`src/sensor_regs_pkg.sv`:
```
// constants for the sensor capability and configuration register logic
// assumes one system clock and a temperature lsb of 0.0625 C
`default_nettype none
package sensor_regs_pkg;
  // ---------------------------------------------------------------
  // register pointer and data widths
  // ---------------------------------------------------------------
  localparam int unsigned    PTR_W          = 8;
  localparam int unsigned    DATA_W         = 16;
  localparam logic [7:0]     PTR_CAPABILITY = 8'h00;
  localparam logic [7:0]     PTR_CONFIG     = 8'h01;
  // ---------------------------------------------------------------
  // capability field positions and values
  // ---------------------------------------------------------------
  localparam int unsigned    CAP_RES_LSB    = 3;
  localparam int unsigned    CAP_ACC_BIT    = 1;
  localparam int unsigned    CAP_ALARM_BIT  = 0;
  localparam logic [1:0]     RES_0P25       = 2'h1;
  localparam logic           ALARM_PRESENT  = 1'b1;
  // ---------------------------------------------------------------
  // configuration field positions
  // ---------------------------------------------------------------
  localparam int unsigned    CFG_HYST_LSB   = 9;
  localparam int unsigned    CFG_HALT_BIT   = 8;
  localparam int unsigned    CFG_CLOCK_BIT  = 7;
  localparam int unsigned    CFG_WLOCK_BIT  = 6;
  localparam int unsigned    CFG_ICLR_BIT   = 5;
  localparam int unsigned    CFG_STAT_BIT   = 4;
  localparam int unsigned    CFG_EN_BIT     = 3;
  localparam int unsigned    CFG_SEL_BIT    = 2;
  localparam int unsigned    CFG_POL_BIT    = 1;
  localparam int unsigned    CFG_MODE_BIT   = 0;
  // ---------------------------------------------------------------
  // reset values
  // ---------------------------------------------------------------
  localparam logic [1:0]     HYST_RST       = 2'h0;
  localparam logic           BIT_RST        = 1'b0;
  localparam logic [15:0]    WORD_RST       = 16'h0000;
  // ---------------------------------------------------------------
  // hysteresis in temperature lsbs (0.0625 C each)
  // ---------------------------------------------------------------
  localparam logic [7:0]     HYST_0P0_LSB   = 8'h00;
  localparam logic [7:0]     HYST_1P5_LSB   = 8'h18;
  localparam logic [7:0]     HYST_3P0_LSB   = 8'h30;
  localparam logic [7:0]     HYST_6P0_LSB   = 8'h60;
  localparam int unsigned    TEMP_W_MIN     = 8;
  localparam int unsigned    TEMP_W_MAX     = 16;
endpackage
`default_nettype wire
```
`src/sensor_capability_config_regs.sv`:
```
// capability and configuration registers of the temperature sensor,
// with boundary compare, hysteresis, shutdown and event pin control
// assumes the serial front end decodes frames into pointer/read/write
// strobes synchronous to i_sys_clk, and the converter delivers samples
`default_nettype none
module sensor_capability_config_regs
  import sensor_regs_pkg::*;
#(
  parameter int unsigned TEMP_W         = 13,
  parameter logic [1:0]  RESOLUTION_SEL = sensor_regs_pkg::RES_0P25,
  parameter logic        ACCURACY_GRADE = 1'b1
) (
  input  wire logic                                i_sys_clk,
  input  wire logic                                i_rst,
  input  wire logic                                i_clk_en,
  input  wire logic [sensor_regs_pkg::PTR_W-1:0]   i_reg_ptr,
  input  wire logic                                i_wr_en,
  input  wire logic [sensor_regs_pkg::DATA_W-1:0]  i_wr_data,
  input  wire logic                                i_rd_en,
  output var  logic [sensor_regs_pkg::DATA_W-1:0]  o_rd_data,
  input  wire logic                                i_conv_valid,
  input  wire logic signed [TEMP_W-1:0]            i_conv_temp,
  input  wire logic signed [TEMP_W-1:0]            i_upper_limit,
  input  wire logic signed [TEMP_W-1:0]            i_lower_limit,
  input  wire logic signed [TEMP_W-1:0]            i_critical_limit,
  output var  logic signed [TEMP_W-1:0]            o_ambient_temperature,
  output var  logic                                o_conv_enable,
  output var  logic                                o_critical_lock,
  output var  logic                                o_window_lock,
  output var  logic                                o_event_pin
);
  import sensor_regs_pkg::*;

  // ---------------------------------------------------------------
  // elaboration checks
  // ---------------------------------------------------------------
  if (TEMP_W < TEMP_W_MIN || TEMP_W > TEMP_W_MAX) begin : g_bad_width
    $error("temperature width out of range");
  end

  // ---------------------------------------------------------------
  // helpers
  // ---------------------------------------------------------------
  localparam int unsigned EXT_W = TEMP_W + 1;

  function automatic logic [7:0] hyst_lsb(input logic [1:0] sel);
    case (sel)
      2'h0:    hyst_lsb = HYST_0P0_LSB;
      2'h1:    hyst_lsb = HYST_1P5_LSB;
      2'h2:    hyst_lsb = HYST_3P0_LSB;
      default: hyst_lsb = HYST_6P0_LSB;
    endcase
  endfunction

  function automatic logic signed [EXT_W-1:0] sext(input logic signed [TEMP_W-1:0] v);
    sext = {v[TEMP_W-1], v};
  endfunction

  // ---------------------------------------------------------------
  // state
  // ---------------------------------------------------------------
  logic [1:0]               hyst_reg;
  logic                     halt_reg;
  logic                     crit_lock_reg;
  logic                     win_lock_reg;
  logic                     ev_en_reg;
  logic                     ev_sel_reg;
  logic                     ev_pol_reg;
  logic                     ev_mode_reg;
  logic                     ev_stat_reg;
  logic                     int_latch_reg;
  logic                     above_reg;
  logic                     below_reg;
  logic                     crit_reg;
  logic signed [TEMP_W-1:0] ambient_reg;
  logic [DATA_W-1:0]        rd_reg;
  logic                     pin_reg;

  // ---------------------------------------------------------------
  // register write decode
  // ---------------------------------------------------------------
  wire logic wr_cfg   = i_wr_en && (i_reg_ptr == PTR_CONFIG);
  wire logic any_lock = crit_lock_reg | win_lock_reg;
  wire logic wd_halt  = i_wr_data[CFG_HALT_BIT];

  // locked fields keep their value, except that halt can still be cleared; the rest of the word still lands
  wire logic [1:0] hyst_next = (wr_cfg && !any_lock)
                               ? i_wr_data[CFG_HYST_LSB +: 2] : hyst_reg;
  wire logic halt_next       = !wr_cfg ? halt_reg
                               : (wd_halt ? (halt_reg | ~any_lock) : 1'b0);
  wire logic crit_lock_next  = crit_lock_reg | (wr_cfg & i_wr_data[CFG_CLOCK_BIT]);
  wire logic win_lock_next   = win_lock_reg | (wr_cfg & i_wr_data[CFG_WLOCK_BIT]);
  wire logic ev_en_next      = (wr_cfg && !any_lock) ? i_wr_data[CFG_EN_BIT] : ev_en_reg;
  wire logic ev_sel_next     = (wr_cfg && !win_lock_reg) ? i_wr_data[CFG_SEL_BIT] : ev_sel_reg;
  wire logic ev_pol_next     = (wr_cfg && !any_lock) ? i_wr_data[CFG_POL_BIT] : ev_pol_reg;
  wire logic ev_mode_next    = (wr_cfg && !any_lock) ? i_wr_data[CFG_MODE_BIT] : ev_mode_reg;
  // clear is a strobe only; the bit never stores and reads zero
  wire logic int_clear       = wr_cfg & i_wr_data[CFG_ICLR_BIT];

  // ---------------------------------------------------------------
  // boundary compare with hysteresis
  // ---------------------------------------------------------------
  // frozen in shutdown so the held sample keeps its flags
  wire logic take_sample = i_conv_valid & ~halt_reg;
  wire logic signed [EXT_W-1:0] t_ext     = sext(i_conv_temp);
  wire logic signed [EXT_W-1:0] hyst_ext  = $signed({{(EXT_W-8){1'b0}}, hyst_lsb(hyst_reg)});
  wire logic signed [EXT_W-1:0] up_rel    = sext(i_upper_limit) - hyst_ext;
  wire logic signed [EXT_W-1:0] lo_rel    = sext(i_lower_limit) + hyst_ext;

  // set on the crossing, release only once back inside by the hysteresis
  wire logic above_next = (t_ext > sext(i_upper_limit)) ? 1'b1
                          : ((t_ext <= up_rel) ? 1'b0 : above_reg);
  wire logic below_next = (t_ext < sext(i_lower_limit)) ? 1'b1
                          : ((t_ext >= lo_rel) ? 1'b0 : below_reg);
  wire logic crit_next  = t_ext >= sext(i_critical_limit);

  wire logic win_now    = above_reg | below_reg;
  wire logic win_change = take_sample & ((above_next | below_next) != win_now);
  // a window change in the clear cycle is kept: set beats clear
  wire logic int_latch_next = win_change | (int_latch_reg & ~int_clear);

  // ---------------------------------------------------------------
  // event output
  // ---------------------------------------------------------------
  wire logic cmp_cond  = ev_sel_reg ? crit_reg : (win_now | crit_reg);
  wire logic int_cond  = (~ev_sel_reg & int_latch_reg) | crit_reg;
  wire logic ev_active = ev_en_reg & ~halt_reg
                         & (ev_mode_reg ? int_cond : cmp_cond);
  // inactive level is high for active-low polarity (pulled up externally)
  wire logic pin_next  = ev_pol_reg ? ev_active : ~ev_active;

  // ---------------------------------------------------------------
  // read mux
  // ---------------------------------------------------------------
  wire logic [DATA_W-1:0] cap_word = {{(DATA_W-5){1'b0}}, RESOLUTION_SEL, 1'b0,
                                      ACCURACY_GRADE, ALARM_PRESENT};
  wire logic [DATA_W-1:0] cfg_word = {5'h00, hyst_reg, halt_reg, crit_lock_reg, win_lock_reg,
                                      1'b0, ev_stat_reg, ev_en_reg, ev_sel_reg,
                                      ev_pol_reg, ev_mode_reg};
  wire logic [DATA_W-1:0] rd_word  = (i_reg_ptr == PTR_CAPABILITY) ? cap_word
                                   : (i_reg_ptr == PTR_CONFIG) ? cfg_word : WORD_RST;

  // ---------------------------------------------------------------
  // configuration flops
  // ---------------------------------------------------------------
  // registers stay reachable in shutdown: no gating by halt here
  always_ff @(posedge i_sys_clk or posedge i_rst) begin
    if (i_rst) begin
      hyst_reg      <= HYST_RST;
      halt_reg      <= BIT_RST;
      crit_lock_reg <= BIT_RST;
      win_lock_reg  <= BIT_RST;
      ev_en_reg     <= BIT_RST;
      ev_sel_reg    <= BIT_RST;
      ev_pol_reg    <= BIT_RST;
      ev_mode_reg   <= BIT_RST;
    end else if (i_clk_en) begin
      hyst_reg      <= hyst_next;
      halt_reg      <= halt_next;
      crit_lock_reg <= crit_lock_next;
      win_lock_reg  <= win_lock_next;
      ev_en_reg     <= ev_en_next;
      ev_sel_reg    <= ev_sel_next;
      ev_pol_reg    <= ev_pol_next;
      ev_mode_reg   <= ev_mode_next;
    end
  end

  // ---------------------------------------------------------------
  // sample and compare flops
  // ---------------------------------------------------------------
  always_ff @(posedge i_sys_clk or posedge i_rst) begin
    if (i_rst) begin
      ambient_reg <= '0;
      above_reg   <= BIT_RST;
      below_reg   <= BIT_RST;
      crit_reg    <= BIT_RST;
    end else if (i_clk_en && take_sample) begin
      ambient_reg <= i_conv_temp;
      above_reg   <= above_next;
      below_reg   <= below_next;
      crit_reg    <= crit_next;
    end
  end

  // ---------------------------------------------------------------
  // event and read-back flops
  // ---------------------------------------------------------------
  always_ff @(posedge i_sys_clk or posedge i_rst) begin
    if (i_rst) begin
      int_latch_reg <= BIT_RST;
      ev_stat_reg   <= BIT_RST;
      pin_reg       <= 1'b1;
      rd_reg        <= WORD_RST;
    end else if (i_clk_en) begin
      int_latch_reg <= int_latch_next;
      ev_stat_reg   <= ev_active;
      pin_reg       <= pin_next;
      if (i_rd_en) begin
        rd_reg <= rd_word;
      end
    end
  end

  // ---------------------------------------------------------------
  // outputs
  // ---------------------------------------------------------------
  always_ff @(posedge i_sys_clk or posedge i_rst) begin
    if (i_rst) begin
      o_rd_data             <= WORD_RST;
      o_ambient_temperature <= '0;
      o_conv_enable         <= 1'b0;
      o_critical_lock       <= BIT_RST;
      o_window_lock         <= BIT_RST;
      o_event_pin           <= 1'b1;
    end else if (i_clk_en) begin
      o_rd_data             <= rd_reg;
      o_ambient_temperature <= ambient_reg;
      o_conv_enable         <= ~halt_reg;
      o_critical_lock       <= crit_lock_reg;
      o_window_lock         <= win_lock_reg;
      o_event_pin           <= pin_reg;
    end
  end
endmodule
`default_nettype wire

```
`config.mk`:
```
export PLATFORM = sky130hd
export DESIGN_NAME = sensor_capability_config_regs
export DESIGN_NICKNAME = d
export VERILOG_FILES = /design/src/sensor_regs_pkg.sv /design/src/sensor_capability_config_regs.sv
export SDC_FILE = /design/constraint.sdc
export NUM_CORES = 1
export LEC_CHECK = 0
export BUFFER_PORTS_ARGS = -buffer_cell sky130_fd_sc_hd__buf_2
export CORE_UTILIZATION = 54
export DETAILED_ROUTE_END_ITERATION = 16
export HOLD_SLACK_MARGIN = 0.12
export PLACE_DENSITY = 0.83
export SYNTH_ARGS = -nofsm -noshare
export SYNTH_HDL_FRONTEND = slang
export SYNTH_SLANG_ARGS = --single-unit
```
`constraint.sdc`:
```
create_clock -name i_sys_clk -period 5.09 [get_ports i_sys_clk]
set_clock_uncertainty 0.15 [all_clocks]
set_input_delay 0 -clock i_sys_clk [delete_from_list [all_inputs] [get_ports i_sys_clk]]
set_output_delay 0 -clock i_sys_clk [all_outputs]
set_load 0.05 [all_outputs]
```
==> results of run 1 <==
[final timing paths]
check	start	endpoint	cells after the start
setup / recovery	hyst_reg[0]	int_latch_reg	19
hold / removal	i_critical_limit[0]	crit_reg	5
setup reg to reg	hyst_reg[0]	int_latch_reg	19
hold reg to reg	ambient_reg[11]	ambient_reg[11]	2
max in group asynchronous	i_rst	ev_stat_reg	4
min in group asynchronous	i_rst	o_ambient_temperature[9]	4
[worst min-delay path, cell delays in order]
cell	delay, ns
buf_2	0.08
ha_1	0.22
nand4_1	0.09
or4_1	0.12
a31oi_1	0.08
[cell families (layout without fill, tap and decap cells)]
| group | count (synthesis) | count (layout) | share of synthesized area, % |
|---|---|---|---|
| buffers and inverters | 67 | 212 | 5.86 |
| and+or+nand+nor | 128 | 128 | 13.5 |
| muxes | 33 | 33 | 7.89 |
| xor gates and xnor gates | 19 | 19 | 3.56 |
| other | 1 | 6 | 0.0802 |
| AOI/OAI and AO/OA | 99 | 99 | 14.5 |
| adders and majority gates | 73 | 73 | 19.9 |
| DFF | 65 | 65 | 34.8 |
[synthesized netlist by cell type, types with 3 or more instances]
master	count
nor2b_1	6
xnor2_1	17
a22o_1	7
a31oi_1	3
a21o_1	12
nand4_1	11
dfrtp_1	63
o21a_1	5
mux2_2	27
ha_1	71
inv_1	53
o21ai_0	16
o21ai_1	7
mux2_1	4
nor3_1	4
clkbuf_1	7
nand2_1	62
a21oi_1	22
nor2_1	18
nand3_1	9
buf_4	6
[layout make-up]
type                            instances  share of cell area [%]
Multi-Input combinational cell        358                    47.4
Timing Repair Buffer                  143                    15.6
Clock buffer                           11                    2.40
Sequential cell                        65                    27.7
Clock inverter                          5                    1.34
Tap cell                              105                    2.23
Inverter                               53                    3.38
[metrics by stage]
stage | setup slack [ns] | instances | instance area (um^2) | hold WS, ns | power, mW
floorplan | 0.595 | 490 | 4700 | -0.0446 | 0.898
global placement | 0.462 | 685 | 5280 | 0.0540 | 1.01
detailed placement | 0.353 | 685 | 5280 | 0.0562 | 1.02
CTS | 0.326 | 740 | 5890 | 0.124 | 1.52
global route | 0.0462 | 740 | 5890 | 0.175 | 1.60
finish | 0.320 | 740 | 5890 | 0.139 | 1.53
[report_power, final]
| part | total [mW] | switching [mW] | leakage [nW] | internal [mW] |
|---|---|---|---|---|
| logic | 0.462 | 0.282 | 2.20 | 0.180 |
| registers | 0.584 | 0.0270 | 0.832 | 0.557 |
| clock network | 0.483 | 0.195 | 0.113 | 0.289 |
[routing by layer]
metal  vias up  global-route usage, %  routed length, um
met1      1953                   35.0               5030
met4         0                   14.6                418
li1       1998                      -                  -
met2       185                   46.1               5890
met5         -                      0                  0
met3        37                   5.26                753
==> results.json, run 1 <==
{
  "status": "completed",
  "place.port_buffers": 102,
  "syn_area_um2": 4680,
  "synth_area_per_cell_um2": 9.64,
  "grt_pass1_wl_mm": 19.1,
  "worst_slew_pin_slew_ns": 0.775,
  "slowest_stage": "or4b_4",
  "p_per_area_nw_per_um2": 260,
  "hpwl_mm": 8.34,
  "synth.distinct_cells": 60,
  "finalMaxSlewViolations": 0,
  "clk_latency_ns": 0.33,
  "clk_path_buf_depth": 2,
  "synthTopCellsByArea": "dfrtp_1, ha_1, mux2_2",
  "path_delay_family": "simple AND/OR/NAND/NOR gates",
  "final_hold_viol_count": 0,
  "routabilityCongestion": 0.958,
  "drt_first_pass_iters": 5,
  "async_flop_share_pct": 100,
  "cts-resized-gates": 0,
  "ys_ff_latch": 65,
  "antenna_found_initial": 0,
  "grt.overflow.total": 0,
  "vias": 4173,
  "yosysTopAreaCellShare_pct": 33.7,
  "required_ns": 5.20,
  "fill_cells": 591,
  "critPathLaunchType": "register",
  "clk_transition_reported_paths_ns": 0.08,
  "endpoint_kind": "register",
  "crit_buf_inv": 2,
  "relSlewSlack_pct": 48.3,
  "root_buffer": "clkbuf_8",
  "arrival_ns": 4.88,
  "worstPathMaxFanout": 5,
  "viasPerCell": 5.64,
  "hold_path.class": "input pin to register",
  "initial_core_util_pct": 56.4,
  "setup_viol": 0,
  "num_rows": 33,
  "grt_max_degree": 66,
  "dieArea_um2": 9040,
  "dieWidth_um": 95.1,
  "drtAntennaViolNets": 0,
  "synth_edf_count": 0,
  "drt_wl_total_mm": 12.1,
  "synth_cells": 485,
  "cap_violations": 0,
  "cts_num_sinks": 65,
  "area_growth_pct": 25.9,
  "drt_iter0_drc": 217,
  "max_freq_mhz": 210,
  "cp_common_cell": "ha_1",
  "drive_gt1_share_pct": 24.6,
  "final_cell_mix": "buf_2, ha_1, dfrtp_1, nand2_1, inv_1",
  "drc": 0,
  "yosys_warnings": 0,
  "ios": 115,
  "nets": 785,
  "final_core_util_pct": 70.9,
  "p_leak_nw": 3.14,
  "ctsHoldBuffers": 39,
  "path_cells": "inv_1 > ha_1 > or2_2 > inv_1 > ha_1 > a21o_1 > nand2_1 > nand2_1 > a221o_1 > nor4_1 > xnor2_1 > ha_1 > a21o_1 > a31oi_1 > o211ai_1 > or4b_4 > a311oi_2 > or4b_1 > nand3_1",
  "diodes": 0,
  "grtUsageTotal_pct": 28.1,
  "timing.final.crit_share_pct": 93.7,
  "core_um2": 8300,
  "die_height_um": 95.1,
  "htree_levels": 3,
  "cts_tree": "done",
  "reg2reg_slack_ns": 0.32,
  "post-cts-setup-buffer-count": 0,
  "grt_setup_unrepaired": "no",
  "fin_setup_tns_ns": 0,
  "ys.flop_type": "dfrtp_1",
  "regArea_um2": 1630,
  "synth_top_cell_by_area": "dfrtp_1",
  "ir_worst_vdd_uv": 168,
  "slowest_delay_ns": 0.51,
  "multi_input_area_um2": 2790,
  "cts_made_buffers": 9,
  "finalCriticalPeriod_ns": 4.77,
  "final_common_cell": "buf_2",
  "worstSetupPathType": "register to register",
  "seq_area_frac_synth_pct": 34.8,
  "wl_per_cell_um": 16.3,
  "grt_pass1_vias": 4132
}
Note: power is estimated with default switching activity, not from simulation.
==> run 2, diff against run 1 <==
--- a/config.mk
+++ b/config.mk
@@ -9,7 +9,7 @@
 export CORE_UTILIZATION = 54
 export DETAILED_ROUTE_END_ITERATION = 16
 export HOLD_SLACK_MARGIN = 0.12
-export PLACE_DENSITY = 0.83
+export PLACE_DENSITY = 0.81
 export SYNTH_ARGS = -nofsm -noshare
 export SYNTH_HDL_FRONTEND = slang
 export SYNTH_SLANG_ARGS = --single-unit
==> run 2 against run 1 <==
  * Core utilization fell by 0.26 points
  * Worst hold slack better by 0.0091 ns
  * Total power decreased by 5.5%
  * Non-clock buffer count rose by 2
  * Sequential power is essentially flat
  * First-iteration DRC count decreased by 4.6%
  * Largest power group unchanged
==> results.json, run 2 (synthesis results as in run 1) <==
{
  "final_cell_mix": "buf_2, ha_1, dfrtp_1, nand2_1, inv_1",
  "drive_gt1_share_pct": 24.6,
  "vias": 4193,
  "cts_made_buffers": 9,
  "status": "completed",
  "ios": 115,
  "rr_endpoint": "int_latch_reg",
  "root_buffer": "clkbuf_8",
  "post-cts-setup-buffer-count": 0,
  "required_ns": 5.22,
  "final_hold_viol_count": 0,
  "dieArea_um2": 9040,
  "die_height_um": 95.1,
  "num_rows": 33,
  "clk_path_buf_depth": 2,
  "reg2reg_slack_ns": 0.30,
  "viasPerCell": 5.65,
  "cts_num_sinks": 65,
  "fin_setup_tns_ns": 0,
  "worstSetupPathType": "register to register",
  "htree_levels": 3,
  "finalCriticalPeriod_ns": 4.79,
  "drt_wl_total_mm": 12.6,
  "max_freq_mhz": 209,
  "total_power_mw": 1.44,
  "grt_setup_unrepaired": "no",
  "relSlewSlack_pct": 47.3,
  "grt_pass1_vias": 4261,
  "nets": 787,
  "clk_latency_ns": 0.36,
  "hpwl_mm": 8.83,
  "r2r_cells": 18,
  "wl_per_cell_um": 17.0,
  "cap_violations": 0,
  "final_core_util_pct": 70.7,
  "grt_pass1_wl_mm": 20.1,
  "dieWidth_um": 95.1,
  "clk_transition_reported_paths_ns": 0.07,
  "place_inst": 684,
  "drt_iter0_drc": 207,
  "worst_slew_pin_slew_ns": 0.791,
  "multi_input_area_um2": 2800,
  "p_leak_nw": 3.13,
  "min-delay-start": "i_critical_limit[0]",
  "timing.final.crit_share_pct": 94.0,
  "antenna_found_initial": 0,
  "hold_ws_ns": 0.148,
  "place.port_buffers": 102,
  "regArea_um2": 1630,
  "routabilityCongestion": 0.964,
  "grt_max_degree": 66,
  "r2r_start": "hyst_reg[0]",
  "area_growth_pct": 25.4,
  "core_um2": 8300,
  "worstPathMaxFanout": 6,
  "critPathLaunchType": "register",
  "arrival_ns": 4.91,
  "ir_worst_vdd_uv": 104,
  "worstHoldPathCells": 5,
  "placed_area_um2": 5270,
  "drc": 0,
  "setup_viol": 0,
  "grt.overflow.total": 0,
  "fill_cells": 613,
  "grtUsageTotal_pct": 29.5,
  "fin_area_um2": 5870,
  "p_per_area_nw_per_um2": 246,
  "preCtsSetupSlack_ns": 0.252,
  "drtAntennaViolNets": 0,
  "endpoint_kind": "register",
  "drt_first_pass_iters": 5,
  "timing.final.ws_setup_ns": 0.304,
  "holdPathEnd": "crit_reg",
  "hold_path.class": "input pin to register",
  "final_common_cell": "buf_2",
  "diodes": 0,
  "initial_core_util_pct": 56.4,
  "finalMaxSlewViolations": 0,
  "cts_tree": "done",
  "instances_no_fill": 742
}
-- run 2: cell count changes in the layout (fill, tap and decap cells not counted), sizes merged --
cell,change
dlygate4sd3,+3
bufinv,-2
clkinvlp,+3
inv,+1
clkbuf,-2
buf,-1
-- run 2: per-layer routing --
metal	GRT usage, %	vias up	wire length [um]
met5	0	-	0
met4	10.4	0	318
met3	5.26	32	636
met2	51.8	141	6440
met1	36.1	2017	5210
li1	-	2003	-
-- run 2: final cells by class --
type	count	area share, %
tap	105	2.24
inverter	53	3.39
sequential	65	27.8
timing repair buffer	145	16.0
clock buffer	9	2.11
multi-input combinational	358	47.7
clock inverter	7	0.789
-- run 2: worst max path at each step --
stage	from	end	slack (ns)	cells past startpoint
finish	hyst_reg[0]	int_latch_reg	0.30	18
global route	hyst_reg[0]	int_latch_reg	0.02	18
CTS	hyst_reg[0]	int_latch_reg	0.21	18
detailed placement	hyst_reg[0]	int_latch_reg	0.25	18
global placement	hyst_reg[0]	int_latch_reg	0.37	18
floorplan	hyst_reg[0]	int_latch_reg	0.59	18
-- run 2: critical path, cell delays in order (launching register included) --
cell and delay, ns:
dfrtp_1 0.43, ha_1 0.30, or2_2 0.34, inv_1 0.07, ha_1 0.26, a21o_1 0.22
nand2_1 0.07, nand2_1 0.07, a221o_1 0.40, nor4_2 0.22, xnor2_1 0.17, ha_1 0.28
a21o_1 0.18, a31oi_1 0.17, o211ai_1 0.12, or4b_4 0.50, a311oi_2 0.23, or4b_1 0.45
nand3_1 0.08
-- run 2: where the power goes --
group	switching (mW)	leakage [nW]	internal (mW)
registers	0.0271	0.832	0.557
clock network	0.224	0.0814	0.175
logic	0.282	2.22	0.179
total	0.533	3.13	0.912
-- run 2: what timing repair did --
item | in CTS | in global routing
hold buffers | 42 | 0
endpoints found under the hold margin | 98 | 0
setup endpoints to repair | 0 | 1
resized for setup | 0 | 1
==> run 3, diff against run 2 <==
==> constraint.sdc (replaced) <==
create_clock -name i_sys_clk -period 5.5 [get_ports i_sys_clk]
set_clock_uncertainty 0.15 [all_clocks]
set_input_delay 0 -clock i_sys_clk [delete_from_list [all_inputs] [get_ports i_sys_clk]]
set_output_delay 0 -clock i_sys_clk [all_outputs]
set_load 0.05 [all_outputs]
==> run 3 against run 2 <==
  * Largest power group unchanged
  * Worst hold slack gained 0.0016 ns
  * Highest routed layer unchanged
  * Global-route usage shrank 0.88 points
  * Setup slack gained 0.25 ns
==> results.json, run 3 (synthesis results as in run 1) <==
{
  "htree_levels": 3,
  "cts_made_buffers": 9,
  "comb_power_share_pct": 29.7,
  "p_per_area_nw_per_um2": 242,
  "p_leak_nw": 3.14,
  "max_freq_mhz": 202,
  "ios": 115,
  "ir_worst_vdd_uv": 164,
  "seqPwrFrac_pct": 37.8,
  "grt.overflow.total": 0,
  "dieWidth_um": 95.1,
  "final_hold_viol_count": 0,
  "timing.final.crit_share_pct": 89.9,
  "switching_share_pct": 33.5,
  "min-delay-start": "i_critical_limit[0]",
  "diodes": 0,
  "nets": 785,
  "endpoint_kind": "register",
  "drive_gt1_share_pct": 24.6,
  "rr_endpoint": "int_latch_reg",
  "worstSetupPathType": "register to register",
  "regArea_um2": 1630,
  "r2r_start": "hyst_reg[0]",
  "die_height_um": 95.1,
  "final_cell_mix": "buf_2, ha_1, dfrtp_1, nand2_1, inv_1",
  "drt_wl_total_mm": 12.4,
  "final_common_cell": "buf_2",
  "initial_core_util_pct": 56.4,
  "dieArea_um2": 9040,
  "final_core_util_pct": 71.1,
  "critPathLaunchType": "register",
  "wl_per_cell_um": 16.8,
  "grt_pass1_wl_mm": 19.6,
  "clkPwrFrac_pct": 32.5,
  "internal_power_uw": 949,
  "hold_path.class": "input pin to register",
  "routabilityCongestion": 0.917,
  "required_ns": 5.62,
  "total_power_mw": 1.43,
  "root_buffer": "clkbuf_8",
  "worst_slew_pin_slew_ns": 0.794,
  "num_rows": 33,
  "drc": 0,
  "antenna_found_initial": 0,
  "reg2reg_slack_ns": 0.55,
  "relSlewSlack_pct": 47.1,
  "hpwl_mm": 8.76,
  "worstPathMaxFanout": 6,
  "fill_cells": 584,
  "clk_path_buf_depth": 2,
  "drt_first_pass_iters": 5,
  "clk_transition_reported_paths_ns": 0.07,
  "cts_num_sinks": 65,
  "arrival_ns": 5.06,
  "grt_max_degree": 66,
  "viasPerCell": 5.62,
  "cap_violations": 0,
  "drtAntennaViolNets": 0,
  "grt_pass1_vias": 4206,
  "setup_viol": 0,
  "status": "completed",
  "post-cts-setup-buffer-count": 0,
  "finalMaxSlewViolations": 0,
  "holdPathEnd": "crit_reg",
  "worstHoldPathCells": 5,
  "p_switching_uw": 478,
  "cts_tree": "done",
  "core_um2": 8300,
  "area_growth_pct": 26.1,
  "multi_input_area_um2": 2790,
  "fin_setup_tns_ns": 0,
  "grtUsageTotal_pct": 28.6,
  "drt_iter0_drc": 220,
  "grt_setup_unrepaired": "no",
  "r2r_cells": 18,
  "place.port_buffers": 102,
  "vias": 4158,
  "clk_latency_ns": 0.35,
  "finalCriticalPeriod_ns": 4.95
}
## run 3: cell types whose count changed in the layout (fill, tap and decap cells not counted)
cell	change
clkinv_2	-2
nor4_2	-1
nor4_1	+1
clkbuf_8	+1
clkinvlp_4	-1
bufinv_16	+2
dlygate4sd3_1	-2
## run 3: area by class of cell
| class | count | area share [%] |
|---|---|---|
| inverters | 53 | 3.37 |
| clock inverters | 6 | 1.51 |
| repair buffers | 143 | 15.6 |
| multi-input cells | 358 | 47.4 |
| flip-flops and latches | 65 | 27.6 |
| well taps | 105 | 2.23 |
| clock buffers | 10 | 2.33 |
## run 3: worst max-delay path by stage
stage                            from       endpoint  slack [ns]
after floorplan           hyst_reg[0]  int_latch_reg        1.00
after global placement    hyst_reg[0]  int_latch_reg        0.76
after detailed placement  hyst_reg[0]  int_latch_reg        0.63
after CTS                 hyst_reg[0]  int_latch_reg        0.60
after global routing      hyst_reg[0]  int_latch_reg        0.30
final                     hyst_reg[0]  int_latch_reg        0.55
## run 3: power groups by stage
stage / clock network, mW / registers, mW / logic, mW
after detailed placement: 0 / 0.548 / 0.399
after global routing: 0.488 / 0.544 / 0.469
after CTS: 0.463 / 0.539 / 0.420
final: 0.464 / 0.540 / 0.423
after floorplan: 0 / 0.605 / 0.226
after global placement: 0 / 0.546 / 0.386
## run 3: worst max-delay path, cell delays in order (launching register included)
cell      delay (ns)
dfrtp_1         0.43
ha_1            0.30
or2_2           0.34
inv_1           0.07
ha_1            0.25
a21o_1          0.22
nand2_1         0.07
nand2_1         0.07
a221o_1         0.39
nor4_1          0.34
xnor2_1         0.18
ha_1            0.27
a21o_1          0.17
a31oi_1         0.19
o211ai_1        0.14
or4b_4          0.51
a311oi_2        0.26
or4b_1          0.46
nand3_1         0.08
## run 3: through the flow
step | area, um^2 | worst slack, ns | hold slack (ns) | std cells
after global routing | 5900 | 0.300 | 0.181 | 740
after global placement | 5270 | 0.760 | 0.0529 | 684
after floorplan | 4700 | 1.00 | -0.0446 | 490
final | 5900 | 0.554 | 0.149 | 740
after detailed placement | 5270 | 0.633 | 0.0552 | 684
after CTS | 5900 | 0.596 | 0.124 | 740
## run 3: routing by layer
| metal | wire, um | GRT usage [%] | vias to the layer above |
|---|---|---|---|
| met1 | 5070 | 35.0 | 1971 |
| met2 | 6180 | 49.1 | 162 |
| li1 | - | - | 1995 |
| met4 | 362 | 12.1 | 0 |
| met3 | 829 | 5.42 | 30 |
| met5 | 0 | 0 | - |
## run 3: repair_timing
item,in CTS,in global routing
hold endpoints to repair,98,0
hold buffers,40,0
gates resized for setup,0,0
